===== src/rus_regs.svh =====
`ifndef RUS_REGS_SVH
`define RUS_REGS_SVH

// register offsets
`define RUS_A_CTRL    8'h00
`define RUS_A_CHAN    8'h04
`define RUS_A_RATE    8'h08
`define RUS_A_FMT     8'h0C
`define RUS_A_PSIZE   8'h10
`define RUS_A_PORT    8'h14
`define RUS_A_OPT     8'h18
`define RUS_A_MAXRATE 8'h1C
`define RUS_A_STATUS  8'h20
`define RUS_A_DSTIP   8'h24

// reset values and limits
`define RUS_PORT_DEF  16'h0749
`define RUS_PORT_MIN  16'h0400
`define RUS_OPT_DEF   2'h2
`define RUS_DIV_MAX   5'h14
`define RUS_DIV_W     21
`define RUS_RATE_CAP  32'h001312D0
`define RUS_CLK_HZ    26'h1312D00
`define RUS_PKT_MAX   11'h400
`define RUS_HDR_BYTES 11'h004
`define RUS_HDR_LAST  2'h3

// int16 scaling
`define RUS_FS_CODE   17'h07333
`define RUS_INT_MAX   16'h7FFF
`define RUS_INT_MIN   16'h8000

`endif


===== src/rus_pkg.sv =====
package rus_pkg;
    typedef enum logic [1:0] {RUS_IDLE, RUS_HDR, RUS_DATA} rus_state_e;
    typedef logic [7:0] rus_byte_t;
endpackage : rus_pkg


===== src/rus_streamer.sv =====
`timescale 1ns/10ps
`include "rus_regs.svh"
module rus_streamer
    import rus_pkg::*;
#(
    parameter int FS_FRAC = 24
)
(
    input  wire logic        ref_clk,
    input  wire logic        rstn,
    input  wire logic [7:0]  reg_addr,
    input  wire logic [31:0] reg_wdata,
    input  wire logic        reg_wr,
    input  wire logic        reg_rd,
    output logic      [31:0] reg_rdata,
    input  wire logic [31:0] cmd_src_ip,
    input  wire logic [31:0] tc_rate_hz,
    input  wire logic [31:0] sync_rate_hz,
    input  wire logic        sync_filt_on,
    input  wire logic [31:0] meas_flt [4],
    input  wire logic [31:0] meas_fix [4],
    output logic             udp_valid,
    input  wire logic        udp_ready,
    output logic      [7:0]  udp_data,
    output logic             udp_last,
    output logic      [15:0] udp_dst_port,
    output logic      [31:0] udp_dst_ip,
    output logic      [10:0] udp_len
);

    function automatic logic [10:0] rus_pkt_bytes(input logic [1:0] sel);
        return `RUS_PKT_MAX >> sel;
    endfunction : rus_pkt_bytes

    function automatic logic [4:0] rus_set_bytes(input logic [1:0] ch, input logic fmt);
        logic [4:0] nch;
        nch = (ch == 2'h0) ? 5'h01 : (ch == 2'h3) ? 5'h04 : 5'h02;
        return fmt ? 5'(nch << 1) : 5'(nch << 2);
    endfunction : rus_set_bytes

    function automatic logic [`RUS_DIV_W-1:0] rus_mask(input logic [4:0] n);
        return `RUS_DIV_W'((`RUS_DIV_W'(1) << n) - `RUS_DIV_W'(1));
    endfunction : rus_mask

    // software settings and the copy in use while running
    logic [1:0]  ch_reg, ch_next, act_ch_reg, act_ch_next;
    logic [4:0]  rate_reg, rate_next, act_rate_reg, act_rate_next;
    logic        fmt_reg, fmt_next, act_fmt_reg, act_fmt_next;
    logic [1:0]  psize_reg, psize_next, act_psize_reg, act_psize_next;
    logic [15:0] port_reg, port_next;
    logic [1:0]  opt_reg, opt_next, act_opt_reg, act_opt_next;
    logic        run_reg, run_next;
    logic [31:0] rdata_next, ip_next;
    logic [15:0] dport_next;
    logic [10:0] len_next;
    // emitter state
    rus_state_e  state_reg, state_next;
    logic [1:0]  hidx_reg, hidx_next;
    logic [10:0] pleft_reg, pleft_next;
    logic [127:0] setv_reg, setv_next, pendv_reg, pendv_next;
    logic [4:0]  sleft_reg, sleft_next;
    logic        pend_reg, pend_next;
    logic [15:0] seq_reg, seq_next, drop_reg, drop_next;
    // rate generator
    logic [24:0] acc_reg, acc_next;
    logic [`RUS_DIV_W-1:0] div_reg, div_next;
    logic [31:0] max_rate;
    logic [25:0] acc_sum;
    logic        max_tick, sample_tick, start_ok, load;
    logic        push, push_last, buf_in_ready;
    logic [7:0]  push_byte;
    logic [31:0] enc_word [4];
    logic [127:0] built;
    logic [31:0] hdr_word;
    logic [8:0]  buf_out;

    // maximum rate from filter timing
    always_comb
    begin
        max_rate = tc_rate_hz;
        if (sync_filt_on && (sync_rate_hz < max_rate))
            max_rate = sync_rate_hz;
        if (max_rate > `RUS_RATE_CAP)
            max_rate = `RUS_RATE_CAP;
    end

    // register writes, start/stop, read mux
    always_comb
    begin
        ch_next = ch_reg; rate_next = rate_reg; fmt_next = fmt_reg;
        psize_next = psize_reg; port_next = port_reg; opt_next = opt_reg;
        act_ch_next = act_ch_reg; act_rate_next = act_rate_reg; act_fmt_next = act_fmt_reg;
        act_psize_next = act_psize_reg; act_opt_next = act_opt_reg;
        run_next = run_reg;
        dport_next = udp_dst_port;
        ip_next = udp_dst_ip;
        len_next = udp_len;
        start_ok = reg_wr && (reg_addr == `RUS_A_CTRL) && reg_wdata[0] && !run_reg && (state_reg == RUS_IDLE);
        if (reg_wr)
        begin
            case (reg_addr)
                `RUS_A_CTRL:  if (!reg_wdata[0]) run_next = 1'b0;
                `RUS_A_CHAN:  ch_next = reg_wdata[1:0];
                `RUS_A_RATE:  if (reg_wdata <= 32'(`RUS_DIV_MAX)) rate_next = reg_wdata[4:0];
                `RUS_A_FMT:   fmt_next = reg_wdata[0];
                `RUS_A_PSIZE: psize_next = reg_wdata[1:0];
                `RUS_A_PORT:  if (reg_wdata[31:16] == 16'h0000 && reg_wdata[15:0] >= `RUS_PORT_MIN)
                                  port_next = reg_wdata[15:0];
                `RUS_A_OPT:   opt_next = reg_wdata[1:0];
                default:      ;
            endcase
        end
        // settings are copied only at start
        if (start_ok)
        begin
            run_next = 1'b1;
            act_ch_next = ch_reg; act_rate_next = rate_reg; act_fmt_next = fmt_reg;
            act_psize_next = psize_reg; act_opt_next = opt_reg;
            dport_next = port_reg;
            ip_next = cmd_src_ip;
            len_next = 11'(rus_pkt_bytes(psize_reg) + `RUS_HDR_BYTES);
        end
        rdata_next = 32'h0000_0000;
        if (reg_rd)
        begin
            case (reg_addr)
                `RUS_A_CTRL:    rdata_next = {31'h0, run_reg};
                `RUS_A_CHAN:    rdata_next = {30'h0, ch_reg};
                `RUS_A_RATE:    rdata_next = {27'h0, rate_reg};
                `RUS_A_FMT:     rdata_next = {31'h0, fmt_reg};
                `RUS_A_PSIZE:   rdata_next = {30'h0, psize_reg};
                `RUS_A_PORT:    rdata_next = {16'h0, port_reg};
                `RUS_A_OPT:     rdata_next = {30'h0, opt_reg};
                `RUS_A_MAXRATE: rdata_next = max_rate;
                `RUS_A_STATUS:  rdata_next = {drop_reg, 13'h0, pend_reg, state_reg != RUS_IDLE, run_reg};
                `RUS_A_DSTIP:   rdata_next = udp_dst_ip;
                default:        rdata_next = 32'h0000_0000;
            endcase
        end
    end

    always_ff @(posedge ref_clk or negedge rstn)
    begin
        if (!rstn)
        begin
            ch_reg <= 2'h0; rate_reg <= 5'h00; fmt_reg <= 1'b0; psize_reg <= 2'h0;
            port_reg <= `RUS_PORT_DEF; opt_reg <= `RUS_OPT_DEF;
            act_ch_reg <= 2'h0; act_rate_reg <= 5'h00; act_fmt_reg <= 1'b0;
            act_psize_reg <= 2'h0; act_opt_reg <= `RUS_OPT_DEF;
            run_reg <= 1'b0; reg_rdata <= 32'h0000_0000;
            udp_dst_port <= `RUS_PORT_DEF; udp_dst_ip <= 32'h0000_0000;
            udp_len <= 11'(`RUS_PKT_MAX + `RUS_HDR_BYTES);
        end
        else
        begin
            ch_reg <= ch_next; rate_reg <= rate_next; fmt_reg <= fmt_next; psize_reg <= psize_next;
            port_reg <= port_next; opt_reg <= opt_next;
            act_ch_reg <= act_ch_next; act_rate_reg <= act_rate_next; act_fmt_reg <= act_fmt_next;
            act_psize_reg <= act_psize_next; act_opt_reg <= act_opt_next;
            run_reg <= run_next; reg_rdata <= rdata_next;
            udp_dst_port <= dport_next; udp_dst_ip <= ip_next; udp_len <= len_next;
        end
    end

    // max-rate phase accumulator and power-of-two divider
    always_comb
    begin
        acc_sum  = {1'b0, acc_reg} + 26'(max_rate[20:0]);
        max_tick = run_reg && (acc_sum >= `RUS_CLK_HZ);
        acc_next = max_tick ? 25'(acc_sum - `RUS_CLK_HZ) : acc_sum[24:0];
        div_next = max_tick ? `RUS_DIV_W'(div_reg + `RUS_DIV_W'(1)) : div_reg;
        if (!run_reg)
        begin
            acc_next = 25'h0;
            div_next = '0;
        end
        sample_tick = max_tick && ((div_reg & rus_mask(act_rate_reg)) == '0);
    end

    always_ff @(posedge ref_clk or negedge rstn)
    begin
        if (!rstn)
        begin
            acc_reg <= 25'h0;
            div_reg <= '0;
        end
        else
        begin
            acc_reg <= acc_next;
            div_reg <= div_next;
        end
    end

    // per-parameter word encoders, all fed from the same instant
    for (genvar p = 0; p < 4; p++)
    begin : g_enc
        rus_word_enc #(.FS_FRAC(FS_FRAC)) u_enc (
            .fmt_int  (act_fmt_reg),
            .little   (act_opt_reg[0]),
            .flt      (meas_flt[p]),
            .fix      (meas_fix[p]),
            .word_out (enc_word[p])
        );
    end

    // pack one sample set, first byte on top
    always_comb
    begin
        built = '0;
        for (int k = 0; k < 4; k++)
        begin
            if (k < ((act_ch_reg == 2'h0) ? 1 : (act_ch_reg == 2'h3) ? 4 : 2))
            begin
                if (act_fmt_reg)
                    built[127 - k*16 -: 16] = enc_word[(act_ch_reg == 2'h2) ? k + 2 : k][31:16];
                else
                    built[127 - k*32 -: 32] = enc_word[(act_ch_reg == 2'h2) ? k + 2 : k];
            end
        end
        hdr_word = {act_ch_reg, act_fmt_reg, act_opt_reg, act_psize_reg, 1'b0,
                    3'h0, act_rate_reg, act_opt_reg[1] ? seq_reg : 16'h0000};
    end

    // packet emitter
    always_comb
    begin
        state_next = state_reg; hidx_next = hidx_reg; pleft_next = pleft_reg;
        setv_next = setv_reg; sleft_next = sleft_reg; pend_next = pend_reg;
        pendv_next = pendv_reg; seq_next = seq_reg; drop_next = drop_reg;
        push = 1'b0; push_byte = 8'h00; push_last = 1'b0;
        load = (sleft_reg == 5'h00) && pend_reg;
        if (load)
        begin
            setv_next  = pendv_reg;
            sleft_next = rus_set_bytes(act_ch_reg, act_fmt_reg);
            pend_next  = 1'b0;
        end
        case (state_reg)
            RUS_IDLE:
            begin
                if (run_reg && (pend_reg || sleft_reg != 5'h00))
                begin
                    state_next = RUS_HDR;
                    hidx_next  = 2'h0;
                end
            end
            RUS_HDR:
            begin
                push = 1'b1;
                push_byte = hdr_word[{~hidx_reg, 3'h0} +: 8];
                if (buf_in_ready)
                begin
                    hidx_next = 2'(hidx_reg + 2'h1);
                    if (hidx_reg == `RUS_HDR_LAST)
                    begin
                        state_next = RUS_DATA;
                        pleft_next = rus_pkt_bytes(act_psize_reg);
                    end
                end
            end
            RUS_DATA:
            begin
                if (sleft_reg != 5'h00 || !run_reg)
                begin
                    push = 1'b1;
                    push_byte = (sleft_reg != 5'h00) ? setv_reg[127:120] : 8'h00;
                    push_last = (pleft_reg == 11'h001);
                    if (buf_in_ready)
                    begin
                        if (sleft_reg != 5'h00)
                        begin
                            setv_next  = {setv_reg[119:0], 8'h00};
                            sleft_next = 5'(sleft_reg - 5'h01);
                        end
                        pleft_next = 11'(pleft_reg - 11'h001);
                        if (pleft_reg == 11'h001)
                        begin
                            state_next = RUS_IDLE;
                            seq_next   = 16'(seq_reg + 16'h0001);
                        end
                    end
                end
            end
            default: state_next = RUS_IDLE;
        endcase
        // new sample set; a set still waiting is overwritten never, the new one is dropped
        if (sample_tick)
        begin
            if (pend_reg && !load)
                drop_next = 16'(drop_reg + 16'h0001);
            else
            begin
                pend_next  = 1'b1;
                pendv_next = built;
            end
        end
        if (start_ok)
        begin
            pend_next  = 1'b0;
            sleft_next = 5'h00;
            seq_next   = 16'h0000;
            drop_next  = 16'h0000;
        end
    end

    always_ff @(posedge ref_clk or negedge rstn)
    begin
        if (!rstn)
        begin
            state_reg <= RUS_IDLE; hidx_reg <= 2'h0; pleft_reg <= 11'h000;
            setv_reg <= '0; sleft_reg <= 5'h00; pend_reg <= 1'b0; pendv_reg <= '0;
            seq_reg <= 16'h0000; drop_reg <= 16'h0000;
        end
        else
        begin
            state_reg <= state_next; hidx_reg <= hidx_next; pleft_reg <= pleft_next;
            setv_reg <= setv_next; sleft_reg <= sleft_next; pend_reg <= pend_next; pendv_reg <= pendv_next;
            seq_reg <= seq_next; drop_reg <= drop_next;
        end
    end

    // two-entry output buffer absorbs receiver stalls
    rus_buf2 #(.W(9)) u_buf (
        .ref_clk   (ref_clk),
        .rstn      (rstn),
        .in_valid  (push),
        .in_ready  (buf_in_ready),
        .in_data   ({push_last, push_byte}),
        .out_valid (udp_valid),
        .out_ready (udp_ready),
        .out_data  (buf_out)
    );
    assign udp_data = buf_out[7:0];
    assign udp_last = buf_out[8];
endmodule : rus_streamer


===== src/rus_word_enc.sv =====
`timescale 1ns/10ps
`include "rus_regs.svh"
module rus_word_enc
    import rus_pkg::*;
#(
    parameter int FS_FRAC = 24
)
(
    input  wire logic        fmt_int,
    input  wire logic        little,
    input  wire logic [31:0] flt,
    input  wire logic [31:0] fix,
    output logic      [31:0] word_out
);
    logic signed [48:0] prod;
    logic signed [48:0] scaled;
    logic        [15:0] code;

    // scale to full-scale code, saturate at the int16 limits
    always_comb
    begin
        prod   = 49'($signed(fix)) * 49'($signed({1'b0, `RUS_FS_CODE}));
        scaled = prod >>> FS_FRAC;
        if (scaled[48:15] == {34{scaled[15]}})
            code = scaled[15:0];
        else
            code = scaled[48] ? `RUS_INT_MIN : `RUS_INT_MAX;
    end

    // bytes in send order, first byte in the top lane
    always_comb
    begin
        if (fmt_int)
            word_out = little ? {code[7:0], code[15:8], 16'h0000} : {code, 16'h0000};
        else
            word_out = little ? {flt[7:0], flt[15:8], flt[23:16], flt[31:24]} : flt;
    end
endmodule : rus_word_enc


===== src/rus_buf2.sv =====
`timescale 1ns/10ps
module rus_buf2
    import rus_pkg::*;
#(
    parameter int W = 9
)
(
    input  wire logic         ref_clk,
    input  wire logic         rstn,
    input  wire logic         in_valid,
    output logic              in_ready,
    input  wire logic [W-1:0] in_data,
    output logic              out_valid,
    input  wire logic         out_ready,
    output logic      [W-1:0] out_data
);
    logic [W-1:0] mem_reg [2];
    logic [W-1:0] mem_next [2];
    logic         wp_reg, wp_next, rp_reg, rp_next;
    logic [1:0]   cnt_reg, cnt_next;

    assign in_ready  = (cnt_reg != 2'h2);
    assign out_valid = (cnt_reg != 2'h0);
    assign out_data  = mem_reg[rp_reg];

    // pointer and count update
    always_comb
    begin
        mem_next = mem_reg;
        wp_next  = wp_reg;
        rp_next  = rp_reg;
        cnt_next = cnt_reg;
        if (in_valid && in_ready)
        begin
            mem_next[wp_reg] = in_data;
            wp_next          = ~wp_reg;
        end
        if (out_valid && out_ready)
            rp_next = ~rp_reg;
        cnt_next = 2'(cnt_reg + {1'b0, in_valid && in_ready} - {1'b0, out_valid && out_ready});
    end

    always_ff @(posedge ref_clk or negedge rstn)
    begin
        if (!rstn)
        begin
            mem_reg[0] <= '0;
            mem_reg[1] <= '0;
            wp_reg     <= 1'b0;
            rp_reg     <= 1'b0;
            cnt_reg    <= 2'h0;
        end
        else
        begin
            mem_reg <= mem_next;
            wp_reg  <= wp_next;
            rp_reg  <= rp_next;
            cnt_reg <= cnt_next;
        end
    end
endmodule : rus_buf2


===== config.mk =====
export PLATFORM = sky130hd
export DESIGN_NAME = rus_streamer
export DESIGN_NICKNAME = d
export VERILOG_FILES = /design/src/rus_pkg.sv /design/src/rus_streamer.sv /design/src/rus_word_enc.sv /design/src/rus_buf2.sv
export VERILOG_INCLUDE_DIRS = /design/src
export SDC_FILE = /design/constraint.sdc
export NUM_CORES = 2
export LEC_CHECK = 0
export ABC_AREA = 0
export BUFFER_PORTS_ARGS = -buffer_cell sky130_fd_sc_hd__buf_2
export CORE_MARGIN = 4
export CORE_UTILIZATION = 40
export DETAILED_ROUTE_END_ITERATION = 12
export SYNTH_ARGS = -nofsm -noshare
export SYNTH_HDL_FRONTEND = slang
export SYNTH_HIERARCHICAL = 1
export SYNTH_SLANG_ARGS = --single-unit

===== constraint.sdc =====
create_clock -name ref_clk -period 7.39 [get_ports ref_clk]
set_input_delay 0.739 -clock ref_clk [delete_from_list [all_inputs] [get_ports ref_clk]]
set_output_delay 0.739 -clock ref_clk [all_outputs]
set_load 0.005 [all_outputs]

==> results.yml <==
clock_tree:
  clock_sinks: 502
  h-tree-depth: 2
  cts_tree: "yes"
  clk_pin_slew_ns: 0.06
  cts_made_buffers: 58
  clkLatencyLatePin_ns: 0.68
  cts_buffer_depth: 3
  ctsRootBufferMaster: "clkbuf_16"
sta:
  fmax_ghz: 0.139
  hold_viol_final: 0
  worst_slew_pin_slew_ns: 1.23
  post-route-period-util_pct: 97.4
  max_slew_margin_pct: 18.3
  period_needed_ns: 7.20
  skew_ns: 0.0737
  timing.final.max_slew_violations: 0
  finalWorstSetupSlack_ns: 0.192
  rsz0062_at_grt: "true"
  setup_viol: 0
logic_synthesis:
  syn_area_per_cell_um2: 8.61
  yosysWarnings: 6
  syn_area_um2: 72600
  synth.area.top_cells: "fa_1 (23%), dfrtp_1 (17%), ha_1 (13%), inv_1 (8.8%), nand2_1 (5.0%)"
  synth_ff_type: "dfrtp_1"
  synth_common_cells: "inv_1 (1694), nand2_1 (975), fa_1 (824)"
  async_flop_share_pct: 100
  ys_types: 145
  synth_top_area_share_pct: 22.7
  seq_area_frac_synth_pct: 17.3
  yosysMostFrequentCell: "inv_1"
  ys_seq_elements: 502
  synth_largest_area_cell: "fa_1"
  syn_inst: 8436
  synth-edff-count: 0
detailed_routing:
  routed_wl_mm: 235
  drt_drc_violations_left: 0
  drt-initial-drc-count: 4211
  wl_per_cell_um: 19.2
  viasPerCell: 5.25
  dr.pass1.iters: 8
  vias: 64100
  ant_nets: 0
global_route:
  track_usage_pct: 24.5
  grt_pass1_wl_mm: 365
  grt_pass1_vias: 65400
  grt_max_degree: 244
  antenna_found_initial: 47
  gr-total-overflow: 0
die:
  die_y_um: 434
  die_w_um: 434
  placementRows: 156
  io_pins: 499
  core_area_um2: 181000
  initial_core_util_pct: 40.2
  dieArea_um2: 188000
critical_path:
  cp_slowest_cell: "fa_1"
  crit_arrival_ns: 7.70
  cp.required_ns: 7.89
  critPathKind: "input pin to flop"
  r2r_cells: 14
  cpMostUsedCell: "fa_1"
  rrSetupSlack_ns: 1.99
  r2r-end: "drop_reg[13]"
  start_kind: "input pin"
  rr_startpoint: "act_rate_reg[2]"
  critical-path-max-stage-delay_ns: 0.53
  endpoint_kind: "flop"
  worstPathMaxFanout: 8
placement:
  preCtsSetupSlack_ns: -1.05
  placed_cell_area_um2: 84900
  globalplace.congestion: 0.971
  hpwl_mm: 198
  portBuffers: 491
  dp_cells: 12100
run:
  drv_cap: 0
final_layout:
  drive_above_1_share_pct: 22.0
  syn2layout_area_growth_pct: 22.4
  post-route-util_pct: 49.2
  stdcell_count: 12200
  fillers: 17400
  stdcell_area_um2: 88900
  nNetsFinal: 11800
worst_hold_path:
  hold_path.class: "input pin to asynchronous set/reset pin"
outcome:
  status: "complete, no violations"
metal layers:
metal | track usage [%] | vias up | share of wire, %
met5 | 0 | - | 0.012
met1 | 32.3 | 31500 | 43
li1 | - | 30600 | -
met4 | 9.19 | 4 | 4.2
met2 | 41.8 | 1696 | 48
met3 | 2.26 | 331 | 4.7
cell usage in the layout (no fill, tap or decap), types with 102 or more instances in the layout:
cell type,netlist,final
xnor2_1,126,123
mux2i_1,262,241
buf_4,18,1100
nand4_1,103,103
inv_1,1694,1688
a31oi_1,154,151
o21ai_0,355,330
a21oi_1,387,360
buf_2,54,487
nor2_1,509,500
fa_1,824,818
nand3_1,102,102
ha_1,773,714
nand2_1,975,969
dfrtp_1,487,485
worst max-delay path by stage:
stage,startpoint,endpoint,slack [ns]
after floorplan,meas_fix[95],pendv_reg[72],0.02
after global placement,meas_fix[85],pendv_reg[104],-0.96
after detailed placement,meas_fix[85],pendv_reg[88],-1.05
after CTS,meas_fix[4],pendv_reg[94],-0.03
after global routing,meas_fix[77],pendv_reg[82],-0.08
final,meas_fix[12],pendv_reg[109],0.19
worst max-delay path: cells and delay by family:
kind                       cells  cell delay (ns)
muxes                          1             0.17
and+or+nand+nor                3             0.76
AOI/OAI and AO/OA              9             1.86
buffers and inverters          9             1.03
adders and majority gates      7             3.13
kinds of logic after synthesis:
kind of cell | count (synthesis) | share of synthesized area (%)
compound gates | 1648 | 15.3
xor+xnor | 219 | 2.65
fa+ha+maj | 1599 | 36.1
buf+inv | 2045 | 10.9
flops | 502 | 17.3
mux | 330 | 4.68
other cells | 2 | 0.0103
simple gates | 2091 | 13.0
stage by stage:
| step | TNS, ns | hold WS, ns |
|---|---|---|
| 2_1_floorplan | 0 | 0.440 |
| 3_3_place_gp | -41.43 | 0.446 |
| 3_5_place_dp | -51.91 | 0.449 |
| 4_1_cts | -0.116 | 0.0353 |
| 5_1_grt | -0.734 | 0.0665 |
| 6_report | 0 | 0.0179 |
area by class of cell:
class / instances / area, µm² / share of cell area [%]
Antenna cell: 36 / 90.1 / 0.101
Clock buffer: 76 / 1620 / 1.82
Clock inverter: 30 / 413 / 0.465
Inverter: 1700 / 6380 / 7.18
Multi-Input combinational cell: 5894 / 53800 / 60.5
Sequential cell: 502 / 12600 / 14.2
Tap cell: 2370 / 2970 / 3.34
Timing Repair Buffer: 1605 / 11000 / 12.4
what timing repair did:
action / 4_1_cts / 5_1_grt
cloned: 0 / 2
pin swaps: 5 / 103
hold buffers: 0 / 0
setup endpoints to repair: 37 / 79
buffers inserted: 4 / 16
gates resized for setup: 29 / 251
Power is left out: the tool's default activity adds up to more than one toggle a clock period on the data nets, which glitch-free logic cannot reach.
